===== src/design/pzi_defs.vh =====
/*
 * Constants for the port-zero MII input-side pin block.
 * Assumes inclusion by bare name from the design files only.
 */
`ifndef PZI_DEFS_VH
`define PZI_DEFS_VH

// Port modes
`define PZI_MODE_MII_MAC 2'h0
`define PZI_MODE_MII_PHY 2'h1
`define PZI_MODE_RMII_PHY 2'h2

// Reference clock divider for MII PHY mode: 100 MHz / (2*5) = 10 MHz link
`define PZI_REFCLK_HALF 4'h5
`define PZI_REFCLK_W 4

// Drive strength codes on the clock pad
`define PZI_DRIVE_12MA 1'h0
`define PZI_DRIVE_16MA 1'h1

// Nibble and dibit widths
`define PZI_MII_BITS 4
`define PZI_RMII_BITS 2

`endif


===== src/design/pzi_sync2.v =====
/*
 * Two-flop synchroniser, one per bit by generate.
 * Assumes inputs arrive asynchronously to clk_sys_i.
 */
`timescale 1ns/1ns
`default_nettype none
module pzi_sync2 #(
  parameter WIDTH = 1
) (
  // Clock and reset
  input wire clk_sys_i,
  input wire reset_i,
  // Data
  input wire [WIDTH-1:0] async_i,
  output wire [WIDTH-1:0] sync_o
);
  genvar g;
  generate
    for (g = 0; g < WIDTH; g = g + 1) begin : g_bit
      reg meta;
      reg stable;
      always @(posedge clk_sys_i) begin
        if (reset_i) begin
          meta <= 1'b0;
          stable <= 1'b0;
        end else begin
          meta <= async_i[g];
          stable <= meta;
        end
      end
      assign sync_o[g] = stable;
    end
  endgenerate
endmodule // pzi_sync2
`default_nettype wire


===== src/design/pzi_port_zero_in.v =====
/*
 * Input side of port zero's media-independent interface: valid, error and
 * reference clock pins, with their role set by the port mode.
 * Assumes mode, isolate and clock-strength bits come from same-clock logic;
 * all pins are asynchronous and are synchronised here.
 */
`timescale 1ns/1ns
`default_nettype none
`include "pzi_defs.vh"
module pzi_port_zero_in (
  // Clock and reset
  input wire clk_sys_i,
  input wire reset_i,
  // Configuration from same-clock logic
  input wire [1:0] port_mode_i,
  input wire virtual_phy_isolate_i,
  input wire clk_strength_i,
  input wire turbo_200_i,
  // Pins
  input wire port_zero_in_valid_i,
  input wire port_zero_in_error_i,
  input wire [3:0] port_zero_in_bits_i,
  input wire port_zero_in_refclk_i,
  output reg port_zero_in_refclk_o,
  output reg port_zero_in_refclk_oe_n_o,
  output reg port_zero_in_drive_16ma_o,
  output reg port_zero_in_input_en_o,
  output reg port_zero_in_pulldown_en_o,
  // Toward port receive logic
  output reg rx_strobe_o,
  output reg rx_valid_o,
  output reg [3:0] rx_bits_o,
  output reg rx_width_rmii_o,
  output reg rx_error_mark_o,
  output reg rx_abort_o
);

////////////////////////////////////////////////////////////////////////
  wire mode_mac = (port_mode_i == `PZI_MODE_MII_MAC);
  wire mode_phy = (port_mode_i == `PZI_MODE_MII_PHY);
  wire mode_rmii = (port_mode_i == `PZI_MODE_RMII_PHY);
  wire iso_pins = virtual_phy_isolate_i & (mode_phy | mode_rmii);

  // Every pin passes two flops before any use
  wire [6:0] pin_sync;
  pzi_sync2 #(
    .WIDTH(7)
  ) u_sync (
    .clk_sys_i(clk_sys_i),
    .reset_i(reset_i),
    .async_i({port_zero_in_refclk_i, port_zero_in_error_i, port_zero_in_valid_i, port_zero_in_bits_i}),
    .sync_o(pin_sync)
  );

  wire [3:0] s_bits = pin_sync[3:0];
  wire s_valid = pin_sync[4];
  wire s_error = pin_sync[5];
  wire s_refclk = pin_sync[6];

////////////////////////////////////////////////////////////////////////
  // Local refclk generator for MII PHY mode
  reg [`PZI_REFCLK_W-1:0] div_cnt;
  reg gen_clk;
  reg gen_rise;
  always @(posedge clk_sys_i) begin
    if (reset_i) begin
      div_cnt <= {`PZI_REFCLK_W{1'b0}};
      gen_clk <= 1'b0;
      gen_rise <= 1'b0;
    end else begin
      gen_rise <= 1'b0;
      if (div_cnt == `PZI_REFCLK_HALF - 4'h1) begin
        div_cnt <= {`PZI_REFCLK_W{1'b0}};
        gen_clk <= ~gen_clk;
        gen_rise <= ~gen_clk;
      end else begin
        div_cnt <= div_cnt + 4'h1;
      end
    end
  end

  // RMII PHY: no refclk on this pin; sample at the generated rate
  always @(posedge clk_sys_i) begin
    if (reset_i) begin
      port_zero_in_refclk_o <= 1'b0;
      port_zero_in_refclk_oe_n_o <= 1'b1;
      port_zero_in_drive_16ma_o <= `PZI_DRIVE_12MA;
      port_zero_in_input_en_o <= 1'b0;
      port_zero_in_pulldown_en_o <= 1'b0;
    end else begin
      port_zero_in_refclk_o <= mode_phy ? gen_clk : 1'b0;
      port_zero_in_refclk_oe_n_o <= ~(mode_phy & ~virtual_phy_isolate_i);
      port_zero_in_drive_16ma_o <= (mode_phy & turbo_200_i) ? clk_strength_i : `PZI_DRIVE_12MA;
      port_zero_in_input_en_o <= ~iso_pins;
      port_zero_in_pulldown_en_o <= ~iso_pins;
    end
  end

////////////////////////////////////////////////////////////////////////
  // Edge of the active reference: PHY clock in MAC mode, own clock otherwise
  reg refclk_prev;
  always @(posedge clk_sys_i) begin
    if (reset_i) begin
      refclk_prev <= 1'b0;
    end else begin
      refclk_prev <= s_refclk;
    end
  end
  wire ext_rise = mode_mac & s_refclk & ~refclk_prev;
  wire sample = ext_rise | (~mode_mac & gen_rise);

  wire use_valid = s_valid & ~iso_pins;
  wire use_error = s_error & ~iso_pins & ~mode_rmii;

  always @(posedge clk_sys_i) begin
    if (reset_i) begin
      rx_strobe_o <= 1'b0;
      rx_valid_o <= 1'b0;
      rx_bits_o <= 4'h0;
      rx_width_rmii_o <= 1'b0;
      rx_error_mark_o <= 1'b0;
      rx_abort_o <= 1'b0;
    end else begin
      rx_strobe_o <= sample;
      rx_error_mark_o <= 1'b0;
      rx_abort_o <= 1'b0;
      rx_width_rmii_o <= mode_rmii;
      if (sample) begin
        rx_valid_o <= use_valid;
        if (use_valid & mode_rmii) begin
          rx_bits_o <= {2'h0, s_bits[`PZI_RMII_BITS-1:0]};
        end else if (use_valid) begin
          rx_bits_o <= s_bits;
        end else begin
          rx_bits_o <= 4'h0;
        end
        rx_error_mark_o <= use_valid & use_error & mode_mac;
        rx_abort_o <= use_valid & use_error & mode_phy;
      end
    end
  end
endmodule // pzi_port_zero_in
`default_nettype wire


===== config.mk =====
export PLATFORM = sky130hd
export DESIGN_NAME = pzi_port_zero_in
export DESIGN_NICKNAME = d
export VERILOG_FILES = /design/src/design/pzi_sync2.v /design/src/design/pzi_port_zero_in.v
export VERILOG_INCLUDE_DIRS = /design/src /design/src/design
export SDC_FILE = /design/constraint.sdc
export NUM_CORES = 1
export LEC_CHECK = 0
export BUFFER_PORTS_ARGS = -buffer_cell sky130_fd_sc_hd__buf_4
export CORE_UTILIZATION = 50
export CTS_BUF_LIST = sky130_fd_sc_hd__clkbuf_4
export DETAILED_ROUTE_END_ITERATION = 10
export PLACE_DENSITY = 0.74
export SLEW_MARGIN = 20
export SYNTH_ARGS = -nofsm -noshare
export SYNTH_HDL_FRONTEND = slang
export SYNTH_HIERARCHICAL = 1
export SYNTH_SLANG_ARGS = --single-unit

===== constraint.sdc =====
create_clock -name clk_sys_i -period 3.82 [get_ports clk_sys_i]
set_input_delay 0.764 -clock clk_sys_i [delete_from_list [all_inputs] [get_ports clk_sys_i]]
set_output_delay 0.764 -clock clk_sys_i [all_outputs]
set_load 0.03 [all_outputs]

Word-level counts from Yosys, hierarchy flattened:

Cells that the tools add are included.

* bits of input ports: 14
* word-level logic and storage cells: 66
* bits in registers: 34

* bitwise logic cells: 26
* equal/unequal tests: 3
* multiplexer cells: 2
* reductions and logical operators: 6
* $add $sub $neg: 1

Operator list (number)
* bitwise AND 1 bit: 13
* NOT 1 bit: 11
* OR reduction 2 bit: 5
* two-way mux 4 bit: 2
* adder 4 x 1 -> 4 bit (second input constant): 1
* == test 4 x 3 -> 1 bit (second input constant): 1
* == test 2 x 1 -> 1 bit (second input constant): 1
* == test 2 bit (second input constant): 1
* zero test 2 bit: 1
* OR 1 bit: 2

Depth between registers and ports, before layout:

* word-level depth: 8
* mapped depth: 5
* depth with buffers taken out: 5

Modules after synthesis:

Netlist, hierarchy kept.

By module, submodules not included
* pzi_port_zero_in: instances 1, cells each 76, seq. area each 400.4 um^2, area each 865.8 um^2
* pzi_sync2: instances 1, cells each 36, seq. area each 280.3 um^2, area each 460.4 um^2

Least setup slack after synthesis:

No wires, ideal clock.

* kind: input to register
* start point: input port port_mode_i[0]
* end point: register rx_error_mark_o
* data arrival time: 1.692 ns
* data required time: 3.733 ns
* cell stages on the path: 5
* buffers on the path: 0
* slack: 2.042 ns
* cells stage by stage: inv_1 -> ha_1 -> a21boi_4 -> nand3b_4 -> nor4b_4

* longest elaborated chain between the ends: 8
* elaborated cells between the ends (all ways): 19
* those cells by class: eq/ne (2); bitwise (15); reduce/logical (2)

RTL lines
* from (decl): RTL line pzi_port_zero_in.v:15 `input wire [1:0] port_mode_i,`
* == test 2 x 1 -> 1 bit (no line) or == test 2 bit (tied branches)
* OR 1 bit: RTL line pzi_port_zero_in.v:42 `wire iso_pins = virtual_phy_isolate_i & (mode_phy | mode_rmii);`
* bitwise AND 1 bit: RTL line pzi_port_zero_in.v:42
* NOT 1 bit: RTL line pzi_port_zero_in.v:112, pzi_port_zero_in.v:113
* bitwise AND 1 bit (2 in series): RTL line pzi_port_zero_in.v:113 `wire use_error = s_error & ~iso_pins & ~mode_rmii;`
* bitwise AND 1 bit (2 in series): RTL line pzi_port_zero_in.v:137 `rx_error_mark_o <= use_valid & use_error & mode_mac;`
* to (signal assigned): RTL line pzi_port_zero_in.v:137
* to (decl): RTL line pzi_port_zero_in.v:34 `output reg rx_error_mark_o,`

Several ways; a longest one is shown, not always the timed one.
A chain may end at the register's enable or synchronous reset.

Worst setup path in the final report:

* start point: register rx_bits_o[2]
* end point: output port rx_bits_o[2]

RTL lines
* from (decl): RTL line pzi_port_zero_in.v:32 `output reg [3:0] rx_bits_o,`
* from (signal assigned): RTL line pzi_port_zero_in.v:131 `` rx_bits_o <= {2'h0, s_bits[`PZI_RMII_BITS-1:0]}; ``
* from (signal assigned): RTL line pzi_port_zero_in.v:133 `rx_bits_o <= s_bits;`

No word-level cell between the ends.

==> impl_metrics.tcl <==
set metrics [dict create \
    dp.cells 158 \
    fin_tns_setup_ns 0 \
    rsz0062_at_grt "false" \
    cp.required_ns 3.06 \
    yosysSeqAreaShare_pct 51.32 \
    routedWlPerCell_um 11.14 \
    layout_commonest_cell "dfxtp_1" \
    setup_ws_ns 2.210 \
    rows 18 \
    pwr-share-clk_pct 43.2 \
    drive_gt1_share_pct 36.03 \
    p_sw_mw 0.1554 \
    holdBufCountCts 0 \
    fin_crit_ns 1.610 \
    ios 28 \
    final-hold-violation-count 0 \
    die_w_um 53.50 \
    initial_core_util_pct 53.05 \
    insertion_delay_ns 0.33 \
    leakagePower_nw 0.7379 \
    finalNonFillerCells 166 \
    antenna_found_initial 0 \
    reg2reg_from "div_cnt[0]" \
    grt_use_total_pct 15.69 \
    ant_nets 0 \
    switching_share_pct 20.52 \
    worstPathMaxFanout 2 \
    pwr-share-comb_pct 7.6 \
    via_count 781 \
    cp_num_buf_inv 1 \
    hpwl_um 1290 \
    drtIter0Drc 3 \
    viasPerCell 4.705 \
    cts_buffers 5 \
    gp_congestion 0.6924 \
    drv_cap 0 \
    remaining_drc_errors 0 \
    syn-mean-instance-area_um2 11.84 \
    critPathCapture "rx_bits_o[2]" \
    crit_start "rx_bits_o[2]" \
    n_fill_cell 203 \
    grt_pass1_wl_um 3008 \
    sequentialPowerShare_pct 49.2 \
    cp_data_arrival_time_ns 0.85 \
    reg2reg_to "gen_clk" \
    layout_common_cells "dfxtp_1, buf_4, nor2b_2, nand2b_1, mux2i_1" \
    cts_root_buffer "clkbuf_4" \
    die_h_um 53.50 \
    place_ws_ns 1.871 \
    reg2regPathDepth 5 \
    fin_crit_sh_pct 42.16 \
    critical_path_cell_count 1 \
    cts-htree-levels 2 \
    netlist_area_um2 1326 \
    cp-start-kind "flop" \
    dr.pass1.iters 2 \
    dieArea_um2 2862 \
    max_slew_margin_pct 76.44 \
    clk_pin_slew_ns 0.11 \
    clk_path_buf_depth 2 \
    core_um2 2500 \
    worstMarginPinSlew_ns 0.3534 \
    outcome "finished, final reports clean" \
    synth_nets 131 \
    p_int_mw 0.6020 \
    postCtsResizedCells 0 \
    cts_setup_buffers 0 \
    clock_sinks 34 \
    peakVddDrop_mv 0.3535 \
    ys_ff_latch 34 \
    max_stage_delay_ns 0.35 \
    powerDensity_nw_per_um2 477.7 \
    grt_max_degree 36 \
    endpoint_kind "output port" \
    finClkSkew_ns 0.008377 \
    cts_tree "yes" \
    path_delay_family "flip-flops" \
    fin_nets 154 \
    final_util_pct 63.41 \
    place_area_um2 1479 \
    finalInstanceArea_um2 1585 \
    syn_to_final_growth_pct 19.53 \
    yosysUniqueCellTypes 27 \
    crit_chain "buf_4" \
    cpMaxStageDelayCell "dfxtp_1" \
    totalWireLength_um 1849 \
    synthCells 112 \
    finalSetupViolCount 0 \
    grt_pass1_vias 727 \
    antenna_cells 0 \
    io_buffers 27 \
    setup.worst_path.class "reg2out" \
    yosysWarningCount 6 \
    ff2ff_setup_slack_ns 2.62 \
    grt_overflow 0 \
    max_freq_mhz 621.0 \
    final_max_slew_viol_count 0 \
    hp-class "reg2reg" \
]
## metal layers
| metal | vias up | wire, um | global-route usage (%) |
|---|---|---|---|
| li1 | 397 | - | - |
| met1 | 352 | 819 | 17.13 |
| met2 | 26 | 858 | 24.38 |
| met3 | 6 | 120 | 6.897 |
| met4 | 0 | 51 | 10.53 |
| met5 | - | 0 | 0 |
## logic make-up (layout without fill, tap and decap cells)
logic type               count (synthesis)  after routing  share of synthesized area (%)
AND/OR/NAND/NOR                         46             46                          26.60
flip-flops                              34             34                          51.32
buffers and inverters                   16             40                          8.019
multiplexers                             6              6                          4.528
adder cells (fa/ha/maj)                  5              5                          4.717
AO/OA/AOI/OAI                            4              4                          4.151
XOR/XNOR                                 1              1                         0.6605
## metrics by stage
stage                     hold slack, ns  power (mW)
after global placement            0.4226      0.4362
after detailed placement          0.4205      0.4392
final                             0.4412      0.7573
after global routing              0.4797      0.7873
after CTS                         0.4469      0.7660
after floorplan                   0.4109      0.4241
## registers in the layout, indices dropped and copies added, names as in the netlist
signal and flops:
u_sync/g_bit.meta 7, u_sync/g_bit.stable 7, div_cnt 4, rx_bits_o 4, gen_clk 1, gen_rise 1, port_zero_in_drive_16ma_o 1, port_zero_in_pulldown_en_o 1
port_zero_in_refclk_o 1, port_zero_in_refclk_oe_n_o 1, refclk_prev 1, rx_abort_o 1, rx_error_mark_o 1, rx_strobe_o 1, rx_valid_o 1, rx_width_rmii_o 1
## synthesized netlist by cell type
cell / count / area share [%]
a2bb2oi_4: 1 / 2.0
nor3b_1: 3 / 1.7
nor2_1: 4 / 1.1
nor2b_1: 4 / 1.9
inv_1: 5 / 1.4
buf_6: 2 / 1.7
nand3b_1: 3 / 1.7
and2_1: 1 / 0.47
nand2b_1: 9 / 4.2
mux2i_1: 6 / 4.5
nand3_1: 1 / 0.38
and3_1: 1 / 0.47
nor4b_4: 1 / 1.8
a21oi_1: 2 / 0.75
nand2_1: 1 / 0.28
dfxtp_1: 34 / 51
and2b_1: 3 / 1.7
buf_4: 8 / 4.5
nor3_1: 1 / 0.38
buf_2: 1 / 0.38
and3b_1: 1 / 0.66
ha_1: 5 / 4.7
nand3b_4: 1 / 1.5
xnor2_1: 1 / 0.66
nand4bb_1: 2 / 1.7
nor2b_2: 10 / 6.6
a21boi_4: 1 / 1.4
## worst min path at each step
| stage | start | endpoint | slack (ns) | cells past startpoint |
|---|---|---|---|---|
| 6_report | u_sync/g_bit[0].meta | u_sync/g_bit[0].stable | 0.44 | 1 |
| 3_5_place_dp | u_sync/g_bit[0].meta | u_sync/g_bit[0].stable | 0.42 | 1 |
| 3_3_place_gp | u_sync/g_bit[0].meta | u_sync/g_bit[0].stable | 0.42 | 1 |
| 2_1_floorplan | u_sync/g_bit[0].meta | u_sync/g_bit[0].stable | 0.41 | 1 |
| 4_1_cts | u_sync/g_bit[0].meta | u_sync/g_bit[0].stable | 0.45 | 1 |
| 5_1_grt | u_sync/g_bit[5].meta | u_sync/g_bit[5].stable | 0.48 | 1 |
## area by class of cell
cell class | count | area [um^2] | area share [%]
multi-input combinational | 62 | 539.3 | 34.02
sequential | 34 | 680.7 | 42.94
clock inverter | 3 | 68.82 | 4.341
inverter | 5 | 18.77 | 1.184
timing repair buffer | 27 | 202.7 | 12.79
tap | 30 | 37.54 | 2.368
clock buffer | 5 | 37.54 | 2.368
## power by group through the flow
stage,logic [mW],clock network (mW),registers [mW]
2_1_floorplan,0.0406,0,0.384
3_3_place_gp,0.0557,0,0.380
3_5_place_dp,0.0581,0,0.381
4_1_cts,0.0584,0.335,0.373
5_1_grt,0.0635,0.349,0.375
6_report,0.0576,0.327,0.373
(Power assumes the default switching activity.)
